<file path="config.mk">
export PLATFORM = sky130hd
export DESIGN_NAME = fwws_top
export DESIGN_NICKNAME = d
export VERILOG_FILES = /design/src/inc/fwws_pkg.sv /design/src/logic/fwws_top.sv
export SDC_FILE = /design/constraint.sdc
export NUM_CORES = 1
export LEC_CHECK = 0
export BUFFER_PORTS_ARGS = -buffer_cell sky130_fd_sc_hd__buf_2
export CORE_MARGIN = 2
export CORE_UTILIZATION = 48
export DETAILED_ROUTE_END_ITERATION = 16
export HOLD_SLACK_MARGIN = 0.1
export PLACE_DENSITY = 0.82
export REMOVE_ABC_BUFFERS = 1
export SLEW_MARGIN = 5
export SYNTH_ARGS = -nofsm -noshare
export SYNTH_HDL_FRONTEND = slang
export SYNTH_SLANG_ARGS = --single-unit
</file>
<file path="constraint.sdc">
create_clock -name i_clk_sys -period 3.38 [get_ports i_clk_sys]
set_input_delay 0.338 -clock i_clk_sys [delete_from_list [all_inputs] [get_ports i_clk_sys]]
set_output_delay 0.338 -clock i_clk_sys [all_outputs]
set_load 0.01 [all_outputs]
</file>
<file path="src/inc/fwws_pkg.sv">
// Package: constants and types for the flash word write sequencer
package fwws_pkg;
   // ********************************
   // Register map (4-bit index)
   // ********************************
   localparam logic [3:0] ADR_PTR_UPPER = 4'h0;
   localparam logic [3:0] ADR_PTR_HIGH = 4'h1;
   localparam logic [3:0] ADR_PTR_LOW = 4'h2;
   localparam logic [3:0] ADR_LATCH = 4'h3;
   localparam logic [3:0] ADR_INT_CTL = 4'h4;
   localparam logic [3:0] ADR_KEY = 4'h5;
   localparam logic [3:0] ADR_CONTROL = 4'h6;
   localparam logic [3:0] ADR_IRQ_STAT = 4'h7;
   localparam logic [3:0] ADR_IRQ_CLR = 4'h8;
   localparam logic [3:0] ADR_IRQ_EN = 4'h9;
   // ********************************
   // Field positions
   // ********************************
   localparam int BIT_WORD_SEL = 5;
   localparam int BIT_FREE = 4;
   localparam int BIT_WR_ERROR = 3;
   localparam int BIT_WR_ENABLE = 2;
   localparam int BIT_WR = 1;
   localparam int BIT_GLOBAL_INT = 7;
   localparam int IRQ_DONE = 0;
   localparam int IRQ_ERR = 1;
   // ********************************
   // Values and reset values
   // ********************************
   localparam logic [7:0] KEY_FIRST = 8'h55;
   localparam logic [7:0] KEY_SECOND = 8'haa;
   localparam logic [7:0] RST_BYTE = 8'h00;
   localparam logic [5:0] RST_UPPER = 6'h00;
   localparam logic [7:0] CTL_IMPL_MASK = 8'h3e;
   localparam logic [1:0] IRQ_MASK = 2'h3;
   // ********************************
   // Timing
   // ********************************
   localparam int CLK_PERIOD_NS = 8;
   localparam int WRITE_TIME_NS = 2800;
   localparam int WRITE_CYCLES = (WRITE_TIME_NS + CLK_PERIOD_NS - 1) / CLK_PERIOD_NS;
   localparam logic [15:0] RST_COUNT = 16'h0000;
   // ********************************
   // Types
   // ********************************
   typedef enum logic [1:0] {KS_IDLE, KS_FIRST, KS_ARMED} fwws_key_t;
   typedef enum logic {FS_IDLE, FS_PROG} fwws_state_t;
   typedef struct packed {
      logic [21:0] addr;
      logic [15:0] data;
   } fwws_req_t;
endpackage

</file>
<file path="src/logic/fwws_top.sv">
// Flash word write sequencer: registers, unlock, stall and flash drive
// Function
// - Word mode programs one two-byte word
// - Write enable and word select required
// - Interrupts off, then 55h, AAh unlock
// - Write bit after unlock starts programming
// - Processor stalls for whole write time
// - Reset-aborted write leaves error flag set
// - Key register has no storage
// - Control register bit layout, unused zero
// - Pointer split over three byte registers
`timescale 1ns/1ps
module fwws_top
   import fwws_pkg::*;
#(
   parameter int WRITE_CYC = WRITE_CYCLES
) (
   input wire logic i_clk_sys,
   input wire logic i_arst_n,
   input wire logic i_en,
   input wire logic [3:0] i_addr,
   input wire logic [7:0] i_wdata,
   input wire logic i_we,
   input wire logic i_re,
   output logic [7:0] o_rdata,
   input wire logic i_tbl_wr,
   input wire logic i_tbl_postinc,
   input wire logic i_abort_master_clear,
   input wire logic i_abort_watchdog,
   output logic o_cpu_stall,
   output logic o_flash_prog,
   output fwws_req_t o_flash_req,
   output logic o_irq
);
   // ********************************
   // Reset release
   // ********************************
   logic rst_meta_ff;
   logic rst_sync_ff;

   // Two stages so release is clean against the clock
   always_ff @(posedge i_clk_sys or negedge i_arst_n) begin
      if (!i_arst_n) begin
         rst_meta_ff <= 1'b0;
         rst_sync_ff <= 1'b0;
      end else begin
         rst_meta_ff <= 1'b1;
         rst_sync_ff <= rst_meta_ff;
      end
   end

   wire rst_n = rst_sync_ff;

   // ********************************
   // State
   // ********************************
   logic [21:0] ptr_ff;
   logic [7:0] latch_ff;
   logic [15:0] hold_ff;
   // Global interrupt enable, the only implemented interrupt control bit
   logic global_int_ff;

   // Control register bits; the free-erase bit is stored and read back only,
   // erase itself is not implemented in this block
   logic word_sel_ff;
   logic free_ff;
   logic err_flag_ff;
   logic wr_enable_ff;
   logic wr_ff;
   fwws_key_t key_ff;
   fwws_state_t st_ff;
   logic [15:0] cnt_ff;
   logic [1:0] irq_stat_ff;
   logic [1:0] irq_en_ff;
   logic [7:0] rdata_ff;
   logic stall_ff;
   logic prog_ff;
   fwws_req_t req_ff;
   logic irq_ff;

   // ********************************
   // Address decode
   // ********************************
   wire wr_upper = i_we && (i_addr == ADR_PTR_UPPER);
   wire wr_high = i_we && (i_addr == ADR_PTR_HIGH);
   wire wr_low = i_we && (i_addr == ADR_PTR_LOW);
   wire wr_latch = i_we && (i_addr == ADR_LATCH);
   wire wr_intctl = i_we && (i_addr == ADR_INT_CTL);
   wire wr_key = i_we && (i_addr == ADR_KEY);
   wire wr_ctl = i_we && (i_addr == ADR_CONTROL);
   wire wr_irqclr = i_we && (i_addr == ADR_IRQ_CLR);
   wire wr_irqen = i_we && (i_addr == ADR_IRQ_EN);

   // Read selection, unmapped and write-only reads return zero
   logic [7:0] rd_mux;
   wire [7:0] ctl_view = {2'b00, word_sel_ff, free_ff, err_flag_ff, wr_enable_ff, wr_ff, 1'b0};
   always_comb begin
      rd_mux = RST_BYTE;
      if (i_addr == ADR_PTR_UPPER) begin
         rd_mux = {2'b00, ptr_ff[21:16]};
      end else if (i_addr == ADR_PTR_HIGH) begin
         rd_mux = ptr_ff[15:8];
      end else if (i_addr == ADR_PTR_LOW) begin
         rd_mux = ptr_ff[7:0];
      end else if (i_addr == ADR_LATCH) begin
         rd_mux = latch_ff;
      end else if (i_addr == ADR_INT_CTL) begin
         rd_mux = {global_int_ff, 7'h00};
      end else if (i_addr == ADR_CONTROL) begin
         rd_mux = ctl_view;
      end else if (i_addr == ADR_IRQ_STAT) begin
         rd_mux = {6'h00, irq_stat_ff};
      end else if (i_addr == ADR_IRQ_EN) begin
         rd_mux = {6'h00, irq_en_ff};
      end
   end

   // ********************************
   // Sequencing terms
   // ********************************
   wire busy = (st_ff == FS_PROG);
   // Both reset events only end a running write here; they do not reset the
   // block itself, so the error flag survives for software to inspect
   wire abort = i_abort_master_clear || i_abort_watchdog;

   // A write of the control register with the write bit set asks for a start
   wire wr_req = wr_ctl && i_wdata[BIT_WR];

   // Start only straight after the unlock pair, with both mode bits set.
   // The mode bits are the stored ones: setting them in the same write that
   // sets the write bit is refused, which keeps a stray write harmless
   wire wr_ok = (key_ff == KS_ARMED) && wr_enable_ff && word_sel_ff;
   wire start = wr_req && wr_ok && !busy;
   wire done = busy && (cnt_ff == RST_COUNT) && !abort;
   wire cut = busy && abort;

   // Unlock tracker: any other bus write breaks the pair
   fwws_key_t nxt_key;
   always_comb begin
      nxt_key = key_ff;
      if (wr_key) begin
         // Unlock only counts with interrupts globally off
         if (global_int_ff) begin
            nxt_key = KS_IDLE;
         end else if (i_wdata == KEY_FIRST) begin
            nxt_key = KS_FIRST;
         end else if ((i_wdata == KEY_SECOND) && (key_ff == KS_FIRST)) begin
            nxt_key = KS_ARMED;
         end else begin
            nxt_key = KS_IDLE;
         end
      end else if (i_we || i_tbl_wr) begin
         nxt_key = KS_IDLE;
      end
   end

   // Pointer next value: bus writes and table post-increment
   logic [21:0] nxt_ptr;
   always_comb begin
      nxt_ptr = ptr_ff;
      if (wr_upper) begin
         nxt_ptr[21:16] = i_wdata[5:0];
      end
      if (wr_high) begin
         nxt_ptr[15:8] = i_wdata;
      end
      if (wr_low) begin
         nxt_ptr[7:0] = i_wdata;
      end
      if (i_tbl_wr && i_tbl_postinc && !busy) begin
         nxt_ptr = ptr_ff + 22'h000001;
      end
   end

   // Holding register lane picked by pointer bit 0, latch value moves in
   logic [15:0] nxt_hold;
   always_comb begin
      nxt_hold = hold_ff;
      if (i_tbl_wr && !busy) begin
         if (ptr_ff[0]) begin
            nxt_hold[15:8] = latch_ff;
         end else begin
            nxt_hold[7:0] = latch_ff;
         end
      end
   end

   // Error flag: hardware set wins over software clear.
   // Writing a one never sets it, so only a real cut write can raise it
   wire nxt_err_flag = cut ? 1'b1 : (wr_ctl ? i_wdata[BIT_WR_ERROR] & err_flag_ff : err_flag_ff);

   // Write bit: software sets through unlock, hardware clears at end
   wire nxt_wr = start ? 1'b1 : ((done || cut) ? 1'b0 : wr_ff);

   // Interrupt status: set wins over the clear
   wire [1:0] irq_ev = {cut, done};
   wire [1:0] irq_clr = wr_irqclr ? i_wdata[1:0] : 2'b00;
   wire [1:0] nxt_irq_stat = (irq_stat_ff & ~irq_clr) | irq_ev;
   wire nxt_irq = |(nxt_irq_stat & irq_en_ff);

   // The word address is the even byte under the high-byte pointer
   fwws_req_t nxt_req;
   assign nxt_req.addr = {ptr_ff[21:1], 1'b0};
   assign nxt_req.data = hold_ff;

   // ********************************
   // Register file
   // ********************************
   always_ff @(posedge i_clk_sys or negedge rst_n) begin
      if (!rst_n) begin
         ptr_ff <= {RST_UPPER, RST_BYTE, RST_BYTE};
         latch_ff <= RST_BYTE;
         hold_ff <= {RST_BYTE, RST_BYTE};
         key_ff <= KS_IDLE;
      end else if (i_en) begin
         ptr_ff <= nxt_ptr;
         latch_ff <= wr_latch ? i_wdata : latch_ff;
         hold_ff <= nxt_hold;
         key_ff <= nxt_key;
      end
   end

   // Control bits; mode bits frozen while a write runs
   always_ff @(posedge i_clk_sys or negedge rst_n) begin
      if (!rst_n) begin
         global_int_ff <= 1'b0;
         word_sel_ff <= 1'b0;
         free_ff <= 1'b0;
         wr_enable_ff <= 1'b0;
         err_flag_ff <= 1'b0;
         wr_ff <= 1'b0;
      end else if (i_en) begin
         global_int_ff <= wr_intctl ? i_wdata[BIT_GLOBAL_INT] : global_int_ff;
         word_sel_ff <= (wr_ctl && !busy) ? i_wdata[BIT_WORD_SEL] : word_sel_ff;
         free_ff <= (wr_ctl && !busy) ? i_wdata[BIT_FREE] : free_ff;
         wr_enable_ff <= (wr_ctl && !busy) ? i_wdata[BIT_WR_ENABLE] : wr_enable_ff;
         err_flag_ff <= nxt_err_flag;
         wr_ff <= nxt_wr;
      end
   end

   // Interrupt registers
   always_ff @(posedge i_clk_sys or negedge rst_n) begin
      if (!rst_n) begin
         irq_stat_ff <= 2'b00;
         irq_en_ff <= 2'b00;
         irq_ff <= 1'b0;
      end else if (i_en) begin
         irq_stat_ff <= nxt_irq_stat;
         irq_en_ff <= wr_irqen ? (i_wdata[1:0] & IRQ_MASK) : irq_en_ff;
         irq_ff <= nxt_irq;
      end
   end

   // Read data stands one cycle after the strobe
   always_ff @(posedge i_clk_sys or negedge rst_n) begin
      if (!rst_n) begin
         rdata_ff <= RST_BYTE;
      end else if (i_en) begin
         rdata_ff <= i_re ? rd_mux : RST_BYTE;
      end
   end

   // ********************************
   // Programming sequencer
   // ********************************
   // Counter loaded at start, counts the internal write time down.
   // Loading one less than the cycle count makes the stall last exactly
   // the parameter's number of cycles, with the end state included.
   // The counter is 16 bits wide: the parameter must not exceed 65536.
   // The processor core is expected to hold off all bus traffic while
   // the stall output is high; table writes are dropped in that time
   // and control mode bits cannot change, so a half-done word is never
   // rewritten under the running program cycle.

   fwws_state_t nxt_st;
   logic [15:0] nxt_cnt;
   always_comb begin
      nxt_st = st_ff;
      nxt_cnt = cnt_ff;
      case (st_ff)
         FS_IDLE: begin
            if (start) begin
               nxt_st = FS_PROG;
               nxt_cnt = 16'(WRITE_CYC - 1);
            end
         end
         FS_PROG: begin
            // An abort ends the cycle at once, word left suspect
            if (cut || done) begin
               nxt_st = FS_IDLE;
            end else begin
               nxt_cnt = cnt_ff - 16'h0001;
            end
         end
         default: begin
            nxt_st = FS_IDLE;
         end
      endcase
   end

   // Flash drive and stall are flops loaded from the next state, so they change on the same edge as the state
   always_ff @(posedge i_clk_sys or negedge rst_n) begin
      if (!rst_n) begin
         st_ff <= FS_IDLE;
         cnt_ff <= RST_COUNT;
         stall_ff <= 1'b0;
         prog_ff <= 1'b0;
         req_ff <= '0;
      end else if (i_en) begin
         st_ff <= nxt_st;
         cnt_ff <= nxt_cnt;
         stall_ff <= (nxt_st == FS_PROG);
         prog_ff <= (nxt_st == FS_PROG);
         req_ff <= start ? nxt_req : req_ff;
      end
   end

   // ********************************
   // Outputs
   // ********************************
   // All outputs come straight from flops, so the core and the flash
   // see glitch-free levels; read data lags a cycle, as does the interrupt after an enable write; the rest load from next-state terms.

   assign o_rdata = rdata_ff;
   assign o_cpu_stall = stall_ff;
   assign o_flash_prog = prog_ff;
   assign o_flash_req = req_ff;
   assign o_irq = irq_ff;
endmodule

</file>
==> metrics.txt, run 1 <==
outcome completed; Internal 3060 µW; drt wl/cell 17.9 µm; chip height 117 µm; Distinct cells, synth 67; routability cong. 0.993; commonest non-fill, non-tap cell in the layout nand2_1; drt first pass iters 7; Worst Path Max Fanout 9; clock power share 43.6%; Worst Max-Slew Pin Slew 1.01 ns; Top FF cell, synth dfrtp_1; drt first-iter violations 639; post-CTS sizing 0; top post-synthesis cells by area dfrtp_1 (50%), nand2_1 (8.5%), mux2_2 (5.5%); Tot Pwr 4150 µW; Switching Fraction 26.4%; flops & latches, synth 123; pwr dens 573 nW/µm²; register area share after synthesis 49.9%; clk buf depth 2; total number of vias 5,389; largest net degree at the start of global routing 122; share of power burned in registers 45.0%; Final #Nets 743; clk_skew 0.00751 ns; critical path required time 3.72 ns; Final Cell Area 7250 µm²; initial antenna violation count 0; Final period util 69.5%; Setup Crit Path Kind flop to flop; CORE AREA 12,600 µm²; Tot GR Track Use 24.6%; Die X 117 µm; Routed WL 16.2 mm; initial core utilization 49.0%; first-pass GRT wire length 26.8 mm; Worst-path clk slew 0.06 ns; post-layout min period 2.35 ns; Max-slew headroom 32.7%; placed cell areas 6650 µm²; CTS Root Cell clkbuf_16; crit end category flop; TritonCTS Buffers 17; DRC errors left 0; Ys Warns 0; Psw 1100 µW; IO Count 70; vias in the first global route 5,108; DPL Wire Length 10.7 mm; Row Count 41; CTS tree built; CP startpoint kind flop; RSZ-0062 raised after global routing no; setup TNS 0 ns; Mapped Cells 660; HP Class input pin to async pin; final number of max-transition violations 0; Final ANT Viol Nets 0; most frequent cells in the layout nand2_1 (139), dfrtp_1 (122), buf_2 (68); Syn Area/Cell 9.34 µm²; data arrival time of the worst path 2.69 ns; EDFF count, synth 0; global route overflow 0; CTS H-tree depth 4; Syn Std Cell Area 6160 µm²; Leakage 0.00348 µW; synthesis-to-finish area growth 17.7%; MaxCap Viol Count 0; fin util 57.7%; Max VDD drop 0.000284 V; Max Freq 426 MHz; area leader, netlist dfrtp_1; Die ar. 13,800 µm²; clk_lat worst skew 0.43 ns; Comb pwr share 11.4%; Final setup viols 0; number of port buffers 68; Via density 5.96; share of layout cells above drive strength 1 20.1%; Synth top area share 49.9%; Final Hold Violating Endpoints 0; clock sink total 123; ys async rst share 100%
[power by group through the flow]
stage	Sequential [µW]	Combinational (µW)	Clock (µW)
after floorplan	1830	310	0
after global placement	1870	450	0
after detailed placement	1880	460	0
after CTS	1860	469	1830
after global routing	1890	525	1910
final	1870	473	1810
[metrics by stage]
stage          instances  setup WS [ns]  hold slack (ns)
3_3_place_gp         871          0.758            0.124
5_1_grt              903          0.871            0.225
2_1_floorplan        621          -1.22           0.0424
4_1_cts              903           1.06            0.218
6_report             904           1.03            0.228
3_5_place_dp         871          0.681            0.125
[cell type report]
class                      instances  area, µm²
fill                            1084       5320
sequential                       123       3080
multi-input combinational        486       2880
clock buffer                      25        505
timing repair buffer              79        438
tap                              172        215
clock inverter                     6       85.1
inverter                          12       45.0
antenna                            1       2.50
[worst max-delay path, stage by stage, from the launching register on]
cell and delay, ns:
dfrtp_1 0.51, and3_1 0.42, nand3_1 0.18, or4b_4 0.55, or4_1 0.49, o211ai_1 0.11
[registers in the layout (all words and copies together), names as in the netlist, 2 cells and up]
name	flops
o_flash_req	37
ptr_ff	22
cnt_ff	16
hold_ff	16
latch_ff	8
o_rdata	8
irq_en_ff	2
irq_stat_ff	2
key_ff	2
[Yosys cell counts (5+ instances only)]
| library cell | number |
|---|---|
| a21oi_1 | 33 |
| a31oi_1 | 5 |
| a32o_1 | 7 |
| and2_1 | 6 |
| and3_1 | 6 |
| clkbuf_1 | 28 |
| dfrtp_1 | 123 |
| inv_1 | 12 |
| mux2_2 | 30 |
| mux2i_1 | 12 |
| nand2_1 | 139 |
| nand3_1 | 23 |
| nand4_1 | 8 |
| nor2_1 | 52 |
| nor3_1 | 17 |
| nor4_1 | 8 |
| o21ai_0 | 31 |
| o22a_1 | 5 |
| o22ai_1 | 9 |
| o31ai_1 | 9 |
| xnor2_1 | 7 |
[per-layer routing]
layer  track usage [%]  wire length, µm
met1              32.5             6850
met2              37.9             7560
met3              6.81             1350
met4              11.1              411
met5                 0                0
[path summary, 6_finish.rpt]
path	from	to	slack (ns)	cells past startpoint
hold reg to reg	rst_meta_ff$_DFF_PN0_	rst_n$_DFF_PN0_	0.36	0
min in group i_clk_sys	i_re	o_rdata[6]$_DFFE_PN0P_	0.23	3
max in group asynchronous	rst_n$_DFF_PN0_	o_flash_req[25]$_DFFE_PN0P_	2.49	1
setup reg to reg	ptr_ff[6]$_DFFE_PN0P_	ptr_ff[19]$_DFFE_PN0P_	1.03	5
setup / recovery	ptr_ff[6]$_DFFE_PN0P_	ptr_ff[19]$_DFFE_PN0P_	1.03	5
hold / removal	i_arst_n	rst_meta_ff$_DFF_PN0_	0.23	2
[kinds of logic after synthesis]
| group | Yosys count | synth area share [%] |
|---|---|---|
| AND/OR/NAND/NOR | 296 | 22.9 |
| multiplexers | 42 | 7.43 |
| XOR/XNOR | 7 | 0.995 |
| other | 2 | 0.122 |
| adder cells (fa/ha/maj) | 3 | 0.609 |
| flip-flops | 123 | 49.9 |
| buffers and inverters | 51 | 3.45 |
| AO/OA/AOI/OAI | 136 | 14.6 |
[repair_timing]
action                                 CTS  global route
hold buffers                             1             0
endpoints found under the hold margin    2             0
buffers inserted                         0             0
(Power assumes the default switching activity.)
==> run 2, diff against run 1 <==
--- a/config.mk
+++ b/config.mk
@@ -10,7 +10,7 @@
 export CORE_UTILIZATION = 48
 export DETAILED_ROUTE_END_ITERATION = 16
 export HOLD_SLACK_MARGIN = 0.1
-export PLACE_DENSITY = 0.82
+export PLACE_DENSITY = 0.8
 export REMOVE_ABC_BUFFERS = 1
 export SLEW_MARGIN = 5
 export SYNTH_ARGS = -nofsm -noshare
==> constraint.sdc (replaced) <==
create_clock -name i_clk_sys -period 2.4 [get_ports i_clk_sys]
set_input_delay 0.24 -clock i_clk_sys [delete_from_list [all_inputs] [get_ports i_clk_sys]]
set_output_delay 0.24 -clock i_clk_sys [all_outputs]
set_load 0.01 [all_outputs]
==> run 2 against run 1 <==
Net effect: sequential share of layout area down 1.1 points; maximum frequency up 9.3%; clock power up 41%; total power up 43%; critical path depth unchanged; sequential cell count unchanged; critical path type unchanged.
==> metrics.txt, run 2 (synthesis results as in run 1) <==
Tot GR Track Use 27.0%; HP Class input pin to async pin; Via density 6.08; initial core utilization 49.0%; Routed WL 18.0 mm; Max-slew headroom 59.6%; routability cong. 0.946; first-pass GRT wire length 29.3 mm; total number of vias 5,619; clk_lat worst skew 0.43 ns; vias in the first global route 5,651; fin util 59.2%; CTS tree built; Worst Max-Slew Pin Slew 0.606 ns; Final Hold Violating Endpoints 0; pwr dens 797 nW/µm²; placed cell areas 6840 µm²; register area 3080 µm²; Die ar. 13,800 µm²; Setup Crit Path Kind flop to flop; chip height 117 µm; IO Count 70; CP bufs+invs 0; global route overflow 0; post-layout min period 2.15 ns; critical path, cell by cell and4_1, and2_1, or4b_4, or4_1, o211ai_1; drt wl/cell 19.4 µm; Max VDD drop 0.000432 V; MaxCap Viol Count 0; Top Family by Delay on Critical Path simple AND/OR/NAND/NOR gates; ANT cells 0; clk buf depth 2; DPL Wire Length 12.6 mm; Row Count 41; largest net degree at the start of global routing 55; final number of max-transition violations 0; drt first pass iters 5; most frequent cells in the layout nand2_1 (139), dfrtp_1 (122), buf_2 (68); CP startpoint kind flop; Max Freq 465 MHz; Final period util 89.5%; Final #Nets 763; RSZ-0062 raised after global routing no; fill cell count 1,091; Worst-path clk slew 0.06 ns; CORE AREA 12,600 µm²; Die X 117 µm; Post-CTS Setup Inserts 0; Crit-path slowest cell or4b_4; data arrival time of the worst path 2.49 ns; Leakage 0.00359 µW; initial antenna violation count 0; synthesis-to-finish area growth 20.7%; CTS Root Cell clkbuf_16; Largest register FFs 37; DRC errors left 0; drt first-iter violations 663; clk_skew 0.00732 ns; clock sink total 123; critical path required time 2.74 ns; Final ANT Viol Nets 0; TritonCTS Buffers 17; Final setup viols 0; Final Cell Area 7440 µm²; crit end category flop; share of layout cells above drive strength 1 22.7%; max incr delay on CP 0.52 ns; multi-input logic area 2880 µm²; outcome completed; number of port buffers 68; CTS H-tree depth 4; commonest non-fill, non-tap cell in the layout nand2_1; Worst Path Max Fanout 8
## run 2: changes by cell type in the layout (fill, tap and decap cells not counted)
cell      previous run  this run
inv_6                0         2
clkbuf_8             5         2
clkinv_4             0         4
buf_4                9        26
clkbuf_1             3         0
clkinv_2             2         3
buf_12               1         4
diode_2              1         0
## run 2: worst reg2reg max path: stages, from the launching register on
cell and delay (ns):
dfrtp_1 0.47, and4_1 0.29, and2_1 0.21, or4b_4 0.52
or4_1 0.48, o211ai_1 0.10
## run 2: per-layer routing
layer  up-vias  global-route usage (%)  wire [µm]
li1       2518                       -          -
met1      2734                    34.9       7650
met3        65                    5.40       1180
met2       302                    42.2       8270
met5         -                       0          0
met4         0                    16.1        863
## run 2: report_power, final
group          total, µW  internal [µW]  switching (µW)
combinational        755            354             402
clock               2550           1590             965
sequential          2620           2340             288
total               5930           4280            1650
## run 2: final timing paths
path                                         from                         end  slack, ns  depth (start not counted)
max in group asynchronous         rst_n$_DFF_PN0_  o_flash_req[4]$_DFFE_PN0P_       1.24                          1
hold / removal                           i_arst_n       rst_meta_ff$_DFF_PN0_       0.13                          2
min in group i_clk_sys                       i_re      o_rdata[0]$_DFFE_PN0P_       0.14                          3
setup / recovery           ptr_ff[10]$_DFFE_PN0P_      ptr_ff[19]$_DFFE_PN0P_       0.25                          5
hold reg to reg                   rst_n$_DFF_PN0_      ptr_ff[19]$_DFFE_PN0P_       0.35                          0
setup reg to reg           ptr_ff[10]$_DFFE_PN0P_      ptr_ff[19]$_DFFE_PN0P_       0.25                          5
## run 2: area by class of cell
class / instances / area share [%]
clock buffer: 19 / 6.09
timing repair buffer: 99 / 8.40
tap: 172 / 2.89
clock inverter: 13 / 1.92
inverter: 12 / 0.605
multi-input combinational: 486 / 38.7
sequential: 123 / 41.4
## run 2: timing repair
action,in CTS,in global routing
resized for setup,0,0
hold buffers,1,0
hold endpoints to repair,2,0
## run 2: metrics by stage
stage	cells	total power [µW]	setup TNS (ns)	setup slack [ns]	hold WS, ns
finish	924	5930	0	0.251	0.127
global route	924	6170	0	0.135	0.132
CTS	924	5960	0	0.268	0.112
detailed placement	891	3390	0	0.293	0.0290
global placement	891	3340	0	0.326	0.0258
floorplan	621	3010	-252.78	-2.10	-0.0556
==> run 3, diff against run 2 <==
--- a/config.mk
+++ b/config.mk
@@ -5,12 +5,13 @@
 export SDC_FILE = /design/constraint.sdc
 export NUM_CORES = 1
 export LEC_CHECK = 0
+export ABC_AREA = 1
 export BUFFER_PORTS_ARGS = -buffer_cell sky130_fd_sc_hd__buf_2
 export CORE_MARGIN = 2
 export CORE_UTILIZATION = 48
 export DETAILED_ROUTE_END_ITERATION = 16
 export HOLD_SLACK_MARGIN = 0.1
-export PLACE_DENSITY = 0.8
+export PLACE_DENSITY = 0.79
 export REMOVE_ABC_BUFFERS = 1
 export SLEW_MARGIN = 5
 export SYNTH_ARGS = -nofsm -noshare
==> run 3 against run 2 <==
Net effect: setup slack improved by 0.20 ns; die area up 1.8%; sequential cell count unchanged; clock power increased by 4%; critical path depth grew 3; non-clock buffer count is 18 lower.
==> metrics.txt, run 3 <==
ys async rst share 100%; flops & latches, synth 123; Non-Filler Instances 1,086; Tot Pwr 5860 µW; R2R Path Start o_flash_prog$_DFFE_PN0P_; area leader, netlist dfrtp_1; CP startpoint kind flop; main combinational cell family by area after synthesis simple AND/OR/NAND/NOR gates; TritonCTS Buffers 17; first-pass GRT wire length 27.4 mm; Max Freq 512 MHz; MaxCap Viol Count 0; Commonest cells post-synth nand2_1 (270), dfrtp_1 (123), nor2_1 (108); R2R Path End ptr_ff[9]$_DFFE_PN0P_; share of layout cells above drive strength 1 14.0%; ANT cells 0; Final period util 81.4%; Die ar. 14,000 µm²; most common cell in the synthesized netlist nand2_1; CTS H-tree depth 4; Leakage 0.00409 µW; Row Count 41; pwr dens 785 nW/µm²; CTS tree built; CORE AREA 12,700 µm²; Final Hold Violating Endpoints 0; Tot GR Track Use 25.1%; max incr delay on CP 0.47 ns; Ys Warns 0; commonest non-fill, non-tap cell in the layout nand2_1; initial antenna violation count 0; number of port buffers 68; Final #Nets 926; EDFF count, synth 0; Post-CTS Setup Inserts 0; vias in the first global route 5,465; Synth top area share 49.0%; register area 3080 µm²; drt first-iter violations 665; multi-input logic area 2800 µm²; RSZ-0062 raised after global routing no; CTS Root Cell clkbuf_16; Top FF cell, synth dfrtp_1; routability cong. 0.982; Worst-path clk slew 0.06 ns; Worst Reg-to-Reg Cells 8; total number of vias 5,793; compound-gate portion of the synthesized area 9.67%; Via density 5.33; most frequent cells in the layout nand2_1 (270), dfrtp_1 (122), nor2_1 (108); Syn Std Cell Area 6280 µm²; clk_lat worst skew 0.43 ns; Max-slew headroom 55.6%; Synth Area in Simple Gates 29.2%; Setup Crit Path Kind flop to flop; critical path required time 2.72 ns; Adder-Cell Fraction of Synth Area 0.598%; post-cts hold buffer count 2; Synth Area in XOR/XNOR 1.67%; Routed WL 16.6 mm; IO Count 70; DRC errors left 0; post-layout min period 1.95 ns; clk buf depth 2; placed insts 1,053; final number of max-transition violations 0; crit end category flop; Largest register FFs 37; critical path, cell by cell nor2_2, nand2_2, inv_2, nand2_1, o21ai_2, o21ai_0, o21ai_1, inv_1; data arrival time of the worst path 2.27 ns; Worst Path Max Fanout 9; Distinct cells, synth 36; Worst Max-Slew Pin Slew 0.665 ns; Mapped Cells 823; largest net degree at the start of global routing 49; top post-synthesis cells by area dfrtp_1 (49%), nand2_1 (16%), nor2_1 (6.5%); clk_skew 0.00948 ns; clock sink total 123; global route overflow 0; Top Family by Delay on Critical Path compound AO/OA/AOI/OAI gates; Crit-path slowest cell dfrtp_1; Max VDD drop 0.000461 V; DPL Wire Length 11.9 mm; fill cell count 1,186; post-synthesis mux area share 3.17%; CP bufs+invs 2; initial core utilization 49.5%; post-CTS sizing 0; synthesis-to-finish area growth 18.8%; chip height 118 µm; Syn Area/Cell 7.63 µm²; Final ANT Viol Nets 0; Die X 118 µm; drt wl/cell 15.3 µm; worst reg-to-reg setup slack 0.45 ns; HP Class input pin to async pin; Final setup viols 0; outcome completed; final hold slack 0.123 ns; register area share after synthesis 49.0%; drt first pass iters 6
run 3: cell count changes after synthesis, sizes merged, moves of 14 or more:
cell,before,now
clkbuf,30,4
inv,12,78
nand2,139,273
nand3,24,46
nor2,52,111
nor3,17,3
o21ai,31,81
run 3: how the worst max path moves through the flow:
stage | startpoint | to | slack [ns] | cells after the start
2_1_floorplan | rst_n$_DFF_PN0_ | cnt_ff[0]$_DFFE_PN0P_ | -1.28 | 0
3_3_place_gp | o_flash_prog$_DFFE_PN0P_ | ptr_ff[9]$_DFFE_PN0P_ | 0.53 | 8
3_5_place_dp | i_en | o_flash_req[4]$_DFFE_PN0P_ | 0.53 | 6
4_1_cts | o_flash_prog$_DFFE_PN0P_ | ptr_ff[9]$_DFFE_PN0P_ | 0.50 | 8
5_1_grt | o_flash_prog$_DFFE_PN0P_ | ptr_ff[9]$_DFFE_PN0P_ | 0.33 | 8
6_report | o_flash_prog$_DFFE_PN0P_ | ptr_ff[9]$_DFFE_PN0P_ | 0.45 | 8
run 3: area by class of cell:
class	count	share of cell area, %
tap	172	2.89
timing repair buffer	81	6.11
clock inverter	13	2.25
sequential	123	41.3
inverter	79	3.98
clock buffer	18	5.89
multi-input combinational	600	37.5
run 3: power by group:
group | total (µW) | switching, µW | leakage [µW] | internal (µW)
Sequential | 2520 | 230 | 0.00162 | 2290
Combinational | 695 | 474 | 0.00218 | 221
Clock | 2640 | 980 | 0.000293 | 1660
run 3: logic make-up after synthesis:
family                     count (synthesis)
and+or+nand+nor                          451
DFF                                      123
other                                      2
AOI/OAI and AO/OA                        115
buffers and inverters                    100
adders and majority gates                  3
xor gates and xnor gates                  12
muxes                                     17
run 3: layer usage:
metal	global-route usage, %	part of all wire (%)	up-vias
met2	39.6	47	251
met1	33.5	43	2718
met5	0	0	-
met4	8.81	2.7	0
li1	-	-	2785
met3	6.32	7.6	39
run 3: metrics by stage:
stage | utilization, % | setup TNS [ns] | setup WS [ns] | area (µm²)
after floorplan | - | -166.14 | -1.28 | 6160
after global placement | 53.9 | 0 | 0.532 | 6830
after detailed placement | 53.9 | 0 | 0.526 | 6830
after CTS | 58.8 | 0 | 0.504 | 7450
after global routing | 58.8 | 0 | 0.325 | 7450
final | 58.8 | 0 | 0.446 | 7450
run 3: worst register-to-register path, stage by stage (launching register included):
cell and delay (ns):
dfrtp_1 0.47, nor2_2 0.22, nand2_2 0.19, inv_2 0.11, nand2_1 0.10, o21ai_2 0.23, o21ai_0 0.30, o21ai_1 0.19
inv_1 0.05
